--- src/logic/gpr_map.svh ---
// Gyro power block constants
`ifndef GPR_MAP_SVH
`define GPR_MAP_SVH

// Bus offsets
`define GPR_CTRL_OFFSET 8'h00
`define GPR_STATUS_OFFSET 8'h04

// Control fields
`define GPR_CTRL_ROLL_DIRECT 0
`define GPR_CTRL_ROLL_FORCE 1
`define GPR_CTRL_THIRTEEN 2
`define GPR_CTRL_AMP_BACKUP_A 3
`define GPR_CTRL_WIDTH 4
`define GPR_CTRL_RESET 4'h0

// Status width
`define GPR_STATUS_WIDTH 18

// Clock and time figures
`define GPR_CLK_PERIOD_NS 8
`define GPR_NS_PER_MS 1000000
`define GPR_ON_DELAY_MS 90
`define GPR_HOLD_MIN 3
`define GPR_MS_PER_MIN 60000

// Derived counts
`define GPR_TICK_CYCLES (`GPR_NS_PER_MS / `GPR_CLK_PERIOD_NS)
`define GPR_ON_TICKS (`GPR_ON_DELAY_MS)
`define GPR_HOLD_TICKS (`GPR_HOLD_MIN * `GPR_MS_PER_MIN)

`endif

--- src/logic/gpr_pkg.sv ---
// Gyro power block types
`default_nettype none
package gpr_pkg;
    // Bus data word
    typedef logic [31:0] gpr_word_t;
    // Bus byte address
    typedef logic [7:0] gpr_addr_t;
    // Timer states, one-hot
    typedef enum logic [3:0] {
        GPR_T_OFF  = 4'b0001,
        GPR_T_ARM  = 4'b0010,
        GPR_T_ON   = 4'b0100,
        GPR_T_HOLD = 4'b1000
    } gpr_tstate_t;
endpackage
`default_nettype wire

--- src/logic/gpr_sync.sv ---
// Two-flop pin synchroniser
`default_nettype none
module gpr_sync #(
    parameter int W = 1
) (
    // Clock and reset
    input wire logic clk_i,
    input wire logic rst_i,
    // Pins and synchronised copy
    input wire logic [W-1:0] pin_i,
    output logic [W-1:0] sync_o
);
    logic [W-1:0] meta_q; // First stage

    ////////////////////////////////////////
    // Two stages
    always_ff @(posedge clk_i) begin
        if (rst_i) begin
            meta_q <= '0;
            sync_o <= '0;
        end else begin
            meta_q <= pin_i;
            sync_o <= meta_q;
        end
    end
endmodule // gpr_sync
`default_nettype wire

--- src/logic/gpr_timer.sv ---
// Gyro power timer: on delay, hold, settle
`include "gpr_map.svh"
`default_nettype none
module gpr_timer #(
    parameter logic [16:0] TICK_CYCLES = 17'(`GPR_TICK_CYCLES),
    parameter logic [17:0] HOLD_TICKS = 18'(`GPR_HOLD_TICKS)
) (
    // Clock and reset
    input wire logic clk_i,
    input wire logic rst_i,
    // Request in, timed powers out
    input wire logic request_i,
    output logic delayed_o,
    output logic inverter_o,
    output logic settled_o
);
    import gpr_pkg::*;

    localparam logic [17:0] ON_TICKS = 18'(`GPR_ON_TICKS);

    logic [16:0] tick_q; // Cycle divider
    logic tick; // One-cycle 1 ms enable
    gpr_tstate_t st_q, st_d;
    logic [17:0] cnt_q, cnt_d; // Ticks in state

    assign tick = (tick_q == TICK_CYCLES - 17'h1);

    ////////////////////////////////////////
    // Next state
    always_comb begin
        st_d = st_q;
        cnt_d = cnt_q;
        unique case (st_q)
            GPR_T_OFF: begin
                if (request_i) begin
                    st_d = GPR_T_ARM;
                    cnt_d = '0;
                end
            end
            GPR_T_ARM: begin
                // 90 ms wait lets the latch settle
                if (!request_i) begin
                    st_d = inverter_o ? GPR_T_HOLD : GPR_T_OFF;
                    cnt_d = '0;
                end else if (tick) begin
                    if (cnt_q == ON_TICKS - 18'h1) begin
                        st_d = GPR_T_ON;
                        cnt_d = '0;
                    end else begin
                        cnt_d = cnt_q + 18'h1;
                    end
                end
            end
            GPR_T_ON: begin
                if (!request_i) begin
                    st_d = GPR_T_HOLD;
                    cnt_d = '0;
                end else if (tick && cnt_q != HOLD_TICKS) begin
                    cnt_d = cnt_q + 18'h1; // Settle count
                end
            end
            GPR_T_HOLD: begin
                // Inverter held after request drops
                if (request_i) begin
                    st_d = GPR_T_ARM;
                    cnt_d = '0;
                end else if (tick) begin
                    if (cnt_q == HOLD_TICKS - 18'h1) begin
                        st_d = GPR_T_OFF;
                        cnt_d = '0;
                    end else begin
                        cnt_d = cnt_q + 18'h1;
                    end
                end
            end
        endcase
    end

    ////////////////////////////////////////
    // Divider, state, outputs
    always_ff @(posedge clk_i) begin
        if (rst_i) begin
            tick_q <= '0;
            st_q <= GPR_T_OFF;
            cnt_q <= '0;
            delayed_o <= 1'b0;
            inverter_o <= 1'b0;
            settled_o <= 1'b0;
        end else begin
            tick_q <= tick ? 17'h0 : tick_q + 17'h1;
            st_q <= st_d;
            cnt_q <= cnt_d;
            delayed_o <= (st_d == GPR_T_ON);
            inverter_o <= (st_d == GPR_T_ON) || (st_d == GPR_T_HOLD) || ((st_d == GPR_T_ARM) && inverter_o);
            settled_o <= (st_d == GPR_T_ON) && (cnt_d == HOLD_TICKS);
        end
    end
endmodule // gpr_timer
`default_nettype wire

--- src/logic/gpr_top.sv ---
// Gyro power and amplifier control
//
// Implementation choices: the Wishbone interface to the registers and the register offsets.
`include "gpr_map.svh"
`default_nettype none

// Overview of operation
// - Roll gyro power follows inverter power
// - Inverter power holds 3 min after request drops
// - Pitch/yaw power needs inverter on, latch clear
// - Latch sets only while delayed power off
// - Powers follow request rise by 90 ms
// - Latch clears on reacquisition or sun gate off
// - Gyro-on or inertial command clears latch
// - Pitch/yaw integrators follow inertial-mode command
// - Roll integrator needs settled plus any cause
// - Integrators feed amplifiers ungated
// - Negative turn when both polarity commands off
// - Roll execute follows command; yaw needs roll off
// - Each increment command while settled gives one 2-deg step
// - Gyro rates always wired while powered
// - Accelerometer power matches pitch/yaw gyro power
// - Capture held until release, backup or raw gyro-on command
// - Derived rate disabled when pitch/yaw gyros on
// - Roll amp set by arming, backups, capture release or raw gyro-on command, stays
// - Pitch/yaw amp equals roll, off in thrust
// - Request drives 3 min timer and settled signal
module gpr_top #(
    parameter logic [16:0] TICK_CYCLES = 17'(`GPR_TICK_CYCLES),
    parameter logic [17:0] HOLD_TICKS = 18'(`GPR_HOLD_TICKS)
) (
    // Clock and reset
    input wire logic clk_i,
    input wire logic rst_i,
    // Wishbone classic slave
    input wire logic wb_cyc_i,
    input wire logic wb_stb_i,
    input wire logic wb_we_i,
    input wire gpr_pkg::gpr_addr_t wb_adr_i,
    input wire logic [3:0] wb_sel_i,
    input wire gpr_pkg::gpr_word_t wb_dat_i,
    output gpr_pkg::gpr_word_t wb_dat_o,
    output logic wb_ack_o,
    // Power request and sensor flags
    input wire logic gyro_power_request_i,
    input wire logic star_acquired_i,
    input wire logic sun_gate_i,
    input wire logic power_up_acq_flag_i,
    input wire logic flyback_sweep_i,
    input wire logic pyro_arm_switch_i,
    // Sequencer commands
    input wire logic stray_light_cmd_i,
    input wire logic gyro_on_seq_cmd_i,
    input wire logic inertial_mode_cmd_i,
    input wire logic turn_polarity_seq_i,
    input wire logic roll_turn_cmd_i,
    input wire logic roll_turn_raw_i,
    input wire logic yaw_turn_cmd_i,
    input wire logic capture_release_cmd_i,
    input wire logic switch_amp_backup_a_i,
    input wire logic gyro_on_raw_cmd_i,
    input wire logic thrust_vector_mode_cmd_i,
    // Direct commands
    input wire logic roll_gyro_direct_latched_i,
    input wire logic roll_gyro_force_latched_i,
    input wire logic backup_direct_cmd_thirteen_i,
    input wire logic roll_increment_pos_cmd_i,
    input wire logic roll_increment_neg_cmd_i,
    // Gyro power and timer outputs
    output logic inverter_power_on_o,
    output logic delayed_gyro_power_o,
    output logic gyro_settled_o,
    output logic roll_gyro_power_o,
    output logic pitch_yaw_gyro_power_o,
    output logic roll_only_o,
    // Integrators and turns
    output logic pitch_yaw_integ_en_o,
    output logic roll_integ_en_o,
    output logic negative_turn_o,
    output logic roll_turn_exec_o,
    output logic yaw_turn_exec_o,
    output logic roll_incr_pos_o,
    output logic roll_incr_neg_o,
    // Accelerometer, derived rate, amplifiers
    output logic accel_power_o,
    output logic capture_release_o,
    output logic pitch_yaw_drate_disable_o,
    output logic roll_switch_amp_enable_o,
    output logic pitch_yaw_switch_amp_enable_o
);
    import gpr_pkg::*;

    ////////////////////////////////////////
    // Pin synchronisation

    localparam int NPIN = 22;

    logic [NPIN-1:0] pins; // Raw pin vector
    logic [NPIN-1:0] pins_s; // Synchronised pin vector

    // Pins in fixed order
    assign pins = {gyro_power_request_i, star_acquired_i, sun_gate_i, power_up_acq_flag_i,
                   flyback_sweep_i, pyro_arm_switch_i, stray_light_cmd_i, gyro_on_seq_cmd_i,
                   inertial_mode_cmd_i, turn_polarity_seq_i, roll_turn_cmd_i, roll_turn_raw_i,
                   yaw_turn_cmd_i, capture_release_cmd_i, switch_amp_backup_a_i, gyro_on_raw_cmd_i,
                   thrust_vector_mode_cmd_i, roll_gyro_direct_latched_i, roll_gyro_force_latched_i,
                   backup_direct_cmd_thirteen_i, roll_increment_pos_cmd_i, roll_increment_neg_cmd_i};

    // Two flops before any logic
    gpr_sync #(
        .W(NPIN)
    ) u_sync (
        .clk_i(clk_i),
        .rst_i(rst_i),
        .pin_i(pins),
        .sync_o(pins_s)
    );

    // Synchronised copies
    wire gyro_power_request;
    wire star_acquired;
    wire sun_gate;
    wire power_up_acq_flag;
    wire flyback_sweep;
    wire pyro_arm_switch;
    wire stray_light_cmd;
    wire gyro_on_seq_cmd;
    wire inertial_mode_cmd;
    wire turn_polarity_seq;
    wire roll_turn_cmd;
    wire roll_turn_raw;
    wire yaw_turn_cmd;
    wire capture_release_cmd;
    wire amp_backup_pin;
    wire gyro_on_raw_cmd;
    wire thrust_vector_mode_cmd;
    wire roll_direct_pin;
    wire roll_force_pin;
    wire thirteen_pin;
    wire roll_increment_pos_cmd;
    wire roll_increment_neg_cmd;

    // Unpack in the same order
    assign {gyro_power_request, star_acquired, sun_gate, power_up_acq_flag,
            flyback_sweep, pyro_arm_switch, stray_light_cmd, gyro_on_seq_cmd,
            inertial_mode_cmd, turn_polarity_seq, roll_turn_cmd, roll_turn_raw,
            yaw_turn_cmd, capture_release_cmd, amp_backup_pin, gyro_on_raw_cmd,
            thrust_vector_mode_cmd, roll_direct_pin, roll_force_pin,
            thirteen_pin, roll_increment_pos_cmd, roll_increment_neg_cmd} = pins_s;

    ////////////////////////////////////////
    // Register bus

    logic [`GPR_CTRL_WIDTH-1:0] ctrl_q; // Software direct commands
    logic [`GPR_STATUS_WIDTH-1:0] status; // Output snapshot

    wire bus_req = wb_cyc_i && wb_stb_i; // Request present
    wire hit_ctrl = (wb_adr_i == `GPR_CTRL_OFFSET); // Control decode
    wire hit_status = (wb_adr_i == `GPR_STATUS_OFFSET); // Status decode
    wire ctrl_wr = bus_req && wb_ack_o && wb_we_i && hit_ctrl && wb_sel_i[0]; // Write on ack edge

    // Read mux; unmapped reads give zero
    wire [31:0] rd_data = hit_ctrl ? {{(32 - `GPR_CTRL_WIDTH){1'b0}}, ctrl_q} :
                          hit_status ? {{(32 - `GPR_STATUS_WIDTH){1'b0}}, status} : 32'h0;

    // Status bits
    assign status = {pitch_yaw_switch_amp_enable_o, roll_switch_amp_enable_o, pitch_yaw_drate_disable_o,
                     capture_release_o, accel_power_o, roll_incr_neg_o, roll_incr_pos_o,
                     yaw_turn_exec_o, roll_turn_exec_o, negative_turn_o, roll_integ_en_o,
                     pitch_yaw_integ_en_o, roll_only_o, pitch_yaw_gyro_power_o, roll_gyro_power_o,
                     gyro_settled_o, delayed_gyro_power_o, inverter_power_on_o};

    // Ack one cycle after request
    always_ff @(posedge clk_i) begin
        if (rst_i) begin
            wb_ack_o <= 1'b0;
            wb_dat_o <= '0;
        end else begin
            wb_ack_o <= bus_req && !wb_ack_o;
            wb_dat_o <= rd_data;
        end
    end

    // Control register
    always_ff @(posedge clk_i) begin
        if (rst_i) begin
            ctrl_q <= `GPR_CTRL_RESET;
        end else if (ctrl_wr) begin
            ctrl_q <= wb_dat_i[`GPR_CTRL_WIDTH-1:0];
        end
    end

    // Direct commands: pin or software copy
    wire roll_gyro_direct_latched = roll_direct_pin || ctrl_q[`GPR_CTRL_ROLL_DIRECT];
    wire roll_gyro_force_latched = roll_force_pin || ctrl_q[`GPR_CTRL_ROLL_FORCE];
    wire backup_direct_cmd_thirteen = thirteen_pin || ctrl_q[`GPR_CTRL_THIRTEEN];
    wire switch_amp_backup_a = amp_backup_pin || ctrl_q[`GPR_CTRL_AMP_BACKUP_A];

    ////////////////////////////////////////
    // Gyro power timer

    logic delayed_gyro_power; // Pitch/yaw switching power
    logic inverter_power_on; // Inverter relay drive
    logic gyro_settled; // Gyro data usable

    // Request drives the timed powers
    gpr_timer #(
        .TICK_CYCLES(TICK_CYCLES),
        .HOLD_TICKS(HOLD_TICKS)
    ) u_timer (
        .clk_i(clk_i),
        .rst_i(rst_i),
        .request_i(gyro_power_request),
        .delayed_o(delayed_gyro_power),
        .inverter_o(inverter_power_on),
        .settled_o(gyro_settled)
    );

    ////////////////////////////////////////
    // Roll-only latch

    logic roll_only_q, roll_only_d; // Latch state

    // Roll-only causes
    wire roll_only_cause = !star_acquired || stray_light_cmd || roll_gyro_direct_latched || roll_gyro_force_latched;
    // No set once delayed power is on: relay arcing
    wire roll_only_set = roll_only_cause && !delayed_gyro_power;
    // Clear on reacquisition, sun loss, gyro commands
    wire roll_only_clr = (!roll_only_cause && !delayed_gyro_power) || !sun_gate
                         || gyro_on_seq_cmd || inertial_mode_cmd;

    // Clear has priority: sun gate loss must give all gyros
    always_comb begin
        roll_only_d = roll_only_q;
        if (roll_only_clr) begin
            roll_only_d = 1'b0;
        end else if (roll_only_set) begin
            roll_only_d = 1'b1;
        end
    end

    always_ff @(posedge clk_i) begin
        if (rst_i) begin
            roll_only_q <= 1'b0;
        end else begin
            roll_only_q <= roll_only_d;
        end
    end

    ////////////////////////////////////////
    // Increment edge detect

    logic pos_prev_q; // Last positive
    logic neg_prev_q; // Last negative

    // One step per new settled command
    wire incr_pos = roll_increment_pos_cmd && !pos_prev_q && gyro_settled;
    wire incr_neg = roll_increment_neg_cmd && !neg_prev_q && gyro_settled;

    always_ff @(posedge clk_i) begin
        if (rst_i) begin
            pos_prev_q <= 1'b0;
            neg_prev_q <= 1'b0;
        end else begin
            pos_prev_q <= roll_increment_pos_cmd;
            neg_prev_q <= roll_increment_neg_cmd;
        end
    end

    ////////////////////////////////////////
    // Decoded control terms

    // Shared pitch/yaw power term
    wire py_power = inverter_power_on && !roll_only_q;
    // Roll integrator causes
    wire roll_integ = gyro_settled && (inertial_mode_cmd || (power_up_acq_flag && stray_light_cmd)
                      || flyback_sweep || roll_gyro_direct_latched);
    // Release and backups
    wire release_req = capture_release_cmd || gyro_on_raw_cmd || backup_direct_cmd_thirteen;
    // Roll amp sources
    wire amp_on_req = pyro_arm_switch || switch_amp_backup_a || release_req;
    // Next roll amp enable
    wire roll_amp_d = roll_switch_amp_enable_o || amp_on_req;

    ////////////////////////////////////////
    // Outputs: gyro power

    // Timer and power outputs; rates wired whenever powered
    always_ff @(posedge clk_i) begin
        if (rst_i) begin
            inverter_power_on_o <= 1'b0;
            delayed_gyro_power_o <= 1'b0;
            gyro_settled_o <= 1'b0;
            roll_gyro_power_o <= 1'b0;
            pitch_yaw_gyro_power_o <= 1'b0;
            roll_only_o <= 1'b0;
        end else begin
            inverter_power_on_o <= inverter_power_on;
            delayed_gyro_power_o <= delayed_gyro_power;
            gyro_settled_o <= gyro_settled;
            roll_gyro_power_o <= inverter_power_on;
            pitch_yaw_gyro_power_o <= py_power;
            roll_only_o <= roll_only_q;
        end
    end

    ////////////////////////////////////////
    // Outputs: integrators, turns

    // Integrator enables feed amplifiers directly
    always_ff @(posedge clk_i) begin
        if (rst_i) begin
            pitch_yaw_integ_en_o <= 1'b0;
            roll_integ_en_o <= 1'b0;
            negative_turn_o <= 1'b0;
            roll_turn_exec_o <= 1'b0;
            yaw_turn_exec_o <= 1'b0;
            roll_incr_pos_o <= 1'b0;
            roll_incr_neg_o <= 1'b0;
        end else begin
            pitch_yaw_integ_en_o <= inertial_mode_cmd;
            roll_integ_en_o <= roll_integ;
            negative_turn_o <= !turn_polarity_seq && !backup_direct_cmd_thirteen;
            // Command length sets turn size
            roll_turn_exec_o <= roll_turn_cmd;
            yaw_turn_exec_o <= yaw_turn_cmd && !roll_turn_raw;
            roll_incr_pos_o <= incr_pos;
            roll_incr_neg_o <= incr_neg;
        end
    end

    ////////////////////////////////////////
    // Outputs: accelerometer, amps

    // Release and roll amp stick until reset
    always_ff @(posedge clk_i) begin
        if (rst_i) begin
            accel_power_o <= 1'b0;
            capture_release_o <= 1'b0;
            pitch_yaw_drate_disable_o <= 1'b0;
            roll_switch_amp_enable_o <= 1'b0;
            pitch_yaw_switch_amp_enable_o <= 1'b0;
        end else begin
            accel_power_o <= py_power;
            capture_release_o <= capture_release_o || release_req;
            pitch_yaw_drate_disable_o <= py_power;
            roll_switch_amp_enable_o <= roll_amp_d;
            pitch_yaw_switch_amp_enable_o <= roll_amp_d && !thrust_vector_mode_cmd;
        end
    end
endmodule // gpr_top
`default_nettype wire

--- config.mk ---
export PLATFORM = sky130hd
export DESIGN_NAME = gpr_top
export DESIGN_NICKNAME = d
export VERILOG_FILES = /design/src/logic/gpr_pkg.sv /design/src/logic/gpr_sync.sv /design/src/logic/gpr_timer.sv /design/src/logic/gpr_top.sv
export VERILOG_INCLUDE_DIRS = /design/src /design/src/logic
export SDC_FILE = /design/constraint.sdc
export NUM_CORES = 1
export LEC_CHECK = 0
export BUFFER_PORTS_ARGS = -buffer_cell sky130_fd_sc_hd__buf_2
export CAP_MARGIN = 20
export CORE_ASPECT_RATIO = 1.25
export CORE_MARGIN = 3
export CORE_UTILIZATION = 53
export DETAILED_ROUTE_END_ITERATION = 10
export GPL_ROUTABILITY_DRIVEN = 0
export GPL_TIMING_DRIVEN = 0
export PLACE_DENSITY = 0.77
export SLEW_MARGIN = 20
export SYNTH_ARGS = -nofsm -noshare
export SYNTH_HDL_FRONTEND = slang
export SYNTH_SLANG_ARGS = --single-unit
export TNS_END_PERCENT = 50
--- constraint.sdc ---
create_clock -name clk_i -period 3.36 [get_ports clk_i]
set_clock_uncertainty 0.15 [all_clocks]
set_input_delay 0.168 -clock clk_i [delete_from_list [all_inputs] [get_ports clk_i]]
set_output_delay 0.168 -clock clk_i [all_outputs]
set_load 0.01 [all_outputs]
==> impl_metrics.yaml <==
hold_path:
  worst_hold_startpoint: "wb_adr_i[7]"
  hold_end: "wb_dat_o[3]$_SDFF_PP0_"
  worstHoldPathType: "in -> reg"
  worstHoldPathCells: 4
cts:
  numClockSinks: 125
  cts_buffers: 17
  clock_latency_ps: 410
  cts_tree: "built"
  clkSlewWorstSetupHoldPaths_ps: 60
  cts_max_level: 4
  cts_buffer_depth: 2
  root_buffer: "clkbuf_16"
floorplanning:
  die-width_um: 94.2
  row_count: 39
  ioPinCount: 122
  die_area_sq_um: 11000
  core_area_sq_um: 9320
  initial_core_util_pct: 55.3
  die_height_um: 116
worst_setup_path:
  cp-end-kind: "flip-flop"
  start_kind: "flip-flop"
  reg2reg_slack_ps: -20
  crit_type: "reg -> reg"
  crit_slowest_cell: "nor3_1"
  r2r_cells: 10
  path_buf_inv: 1
  cp_max_fo: 6
  r2r_end: "u_timer.settled_o$_SDFF_PP0_"
  cpPeakStageDelay_ps: 530
  cp.arrival_ps: 3550
  worstPathRequired_ps: 3530
  path_delay_family: "simple AND/OR/NAND/NOR gates"
  cp_cell_sequence: "ha_4 -> or4b_1 -> nor4_4 -> buf_4 -> a21oi_2 -> nor3_1 -> nor2_1 -> o21ai_0 -> nand4_1 -> nor4_2"
  reg2reg_from: "u_timer.tick_q[1]$_SDFF_PP0_"
power_and_ir_drop:
  combPwrFrac_pct: 5.0
  irDropWorstVdd_v: 0.000405
  sw_frac_of_total_pct: 22.1
  leakagePower_nw: 2.85
  p_int_w: 0.00283
  seqPwrFrac_pct: 42.4
  clock_power_share_pct: 52.6
  net-switching-power_w: 0.000800
  powerDensity_nw_per_um2: 541
logic_synthesis:
  synth_top_area_share_pct: 48.5
  synth_cells: 564
  syn-cell-area_sq_um: 5160
  synth_area_leaders: "dfxtp_1, nor2b_1, nor2_1"
  synthDistinctLibCells: 66
  synth_edf_count: 0
  synthTopCellsByCount: "dfxtp_1, nor2_1, nor2b_1, nand2_1, a21oi_1"
  async_flop_share_pct: 0
  ys_ff_latch: 125
  ys_warn_count: 0
  synth.avg_cell_area_sq_um: 9.14
  yosysMostFrequentCell: "dfxtp_1"
  synth_top_area_cell: "dfxtp_1"
  ys.flop_type: "dfxtp_1"
  yosysSeqAreaShare_pct: 48.5
route:
  avgViaCountPerCell: 5.55
  antenna_left: 0
  vias: 4659
  drt-total-wl_mm: 14.0
  drc: 0
  drtPass1Iterations: 5
  wire_per_inst_um: 16.6
  drtIter0Drc: 442
global_routing:
  grt_use_total_pct: 25.6
  first_global_vias: 4511
  antenna_found_initial: 0
  overflow: 0
  grt_max_degree: 17
  grt_pass1_wl_mm: 21.7
placement:
  place.port_buffers: 75
  dpl_cell_area_sq_um: 5730
  dp_hpwl_mm: 8.77
  pre_cts_ws_ps: 97.3
  place_inst: 775
finish:
  area.growth.synth_to_final_pct: 30.1
  final_nets: 779
  diodes: 0
  post_route_cells_drive_above_1_share_pct: 21.8
  finalNonFillerCells: 840
  fin_area_sq_um: 6710
  fillers: 687
job:
  maxCapViolations: 0
sta:
  relSlewSlack_pct: 56.5
  finalSetupViolCount: 1
  min_period_ps: 3380
  fin_crit_sh_pct: 101
  layout_setup_ws_ps: -20.6
  finalHoldViolCount: 0
  max_freq_mhz: 296
  slew_violations: 0
  tightest_slew_ps: 653
outcome:
  violations: "setup timing"
  run_status: "finished, violations left"
==> cell usage in the layout (no fill, tap or decap), drive strengths merged, types with 3 or more instances in the layout <==
| master | synthesis | layout |
|---|---|---|
| a21o | 4 | 4 |
| a21oi | 23 | 23 |
| a31oi | 3 | 3 |
| and2 | 17 | 17 |
| and3 | 8 | 8 |
| buf | 26 | 105 |
| bufinv | 0 | 3 |
| clkbuf | 19 | 40 |
| conb | 1 | 14 |
| dfxtp | 125 | 125 |
| dlygate4sd3 | 0 | 29 |
| ha | 4 | 4 |
| inv | 15 | 19 |
| mux2i | 8 | 8 |
| nand2 | 36 | 36 |
| nand3 | 18 | 18 |
| nand4 | 19 | 19 |
| nor2 | 62 | 62 |
| nor2b | 54 | 54 |
| nor3 | 16 | 16 |
| nor3b | 5 | 5 |
| nor4 | 18 | 18 |
| o21ai | 14 | 14 |
| o22ai | 6 | 6 |
| or4 | 4 | 4 |
| or4b | 5 | 5 |
| xnor2 | 3 | 3 |
| xor2 | 14 | 14 |
==> flip-flops by register name, indices dropped and copies added, names as in the netlist, 4 cells and up <==
name            flops
ctrl_q              4
u_timer.cnt_q      18
u_timer.st_q        4
u_sync.meta_q      22
wb_dat_o           16
u_timer.tick_q     17
u_sync.sync_o      22
==> through the flow <==
| stage | setup TNS (ps) | power, W | util, % | hold WS (ps) |
|---|---|---|---|---|
| after detailed placement | 0 | 0.00171 | 61.5 | 234 |
| after global routing | -193 | 0.00372 | 72.0 | 29.2 |
| after floorplan | 0 | 0.00166 | - | 146 |
| final | -20.6 | 0.00363 | 72.0 | 5.36 |
| after CTS | 0 | 0.00363 | 71.2 | 5.36 |
| after global placement | 0 | 0.00171 | 61.5 | 227 |
==> how the worst max path moves through the flow <==
stage                                 startpoint                           end  slack (ps)  depth (start not counted)
CTS                 u_timer.tick_q[0]$_SDFF_PP0_  u_timer.settled_o$_SDFF_PP0_          70                         10
floorplan           u_timer.tick_q[0]$_SDFF_PP0_  u_timer.settled_o$_SDFF_PP0_         600                         10
global route        u_timer.tick_q[1]$_SDFF_PP0_  u_timer.settled_o$_SDFF_PP0_        -190                         10
finish              u_timer.tick_q[1]$_SDFF_PP0_  u_timer.settled_o$_SDFF_PP0_         -20                         10
detailed placement  u_timer.tick_q[0]$_SDFF_PP0_  u_timer.settled_o$_SDFF_PP0_         100                         10
global placement    u_timer.tick_q[0]$_SDFF_PP0_  u_timer.settled_o$_SDFF_PP0_         140                         10
==> repair_timing <==
item / in CTS / in global routing
endpoints found under the hold margin: 31 / 0
buffers inserted: 0 / 4
hold buffers: 29 / 0
setup endpoints to repair: 0 / 1
gates resized for setup: 0 / 8
==> worst register-to-register path, cell delays in order, from the launching register on <==
cell and delay [ps]:
dfxtp_1 410, ha_4 190, or4b_1 490, nor4_4 260, buf_4 180, a21oi_2 110, nor3_1 530, nor2_1 130
o21ai_0 440, nand4_1 230, nor4_2 170
==> area by class of cell <==
class / instances / area, sq um / share of cell area (%)
Multi-Input combinational cell: 392 / 2420 / 36.2
Clock buffer: 21 / 460 / 6.87
Buffer: 45 / 258 / 3.84
Inverter: 15 / 56.3 / 0.840
Sequential cell: 125 / 2500 / 37.3
Clock inverter: 11 / 154 / 2.29
Timing Repair Buffer: 108 / 696 / 10.4
Tap cell: 123 / 154 / 2.29
==> kinds of logic after synthesis <==
logic type	after synthesis	synth area share, %
DFF	125	48.5
xor gates and xnor gates	17	2.89
buffers and inverters	60	6.09
AOI/OAI and AO/OA	71	9.10
and+or+nand+nor	277	30.6
adders and majority gates	4	0.971
muxes	9	1.77
other	1	0.0727
==> power by group through the flow <==
stage / combinational (W) / clock, W / sequential, W
final: 0.000181 / 0.00191 / 0.00154
after detailed placement: 0.000146 / 0 / 0.00157
after global routing: 0.000197 / 0.00198 / 0.00154
after floorplan: 0.0000913 / 0 / 0.00157
after CTS: 0.000173 / 0.00192 / 0.00154
after global placement: 0.000142 / 0 / 0.00157
==> layer usage <==
metal	routed length, um	GRT usage (%)	vias to the layer above	share of wire [%]
li1	-	-	2212	-
met1	5210	29.1	2187	37
met2	7260	46.1	201	52
met3	922	5.48	59	6.6
met4	563	11.3	0	4.0
met5	0	0	-	0
Power figures use the tool's default switching activity.
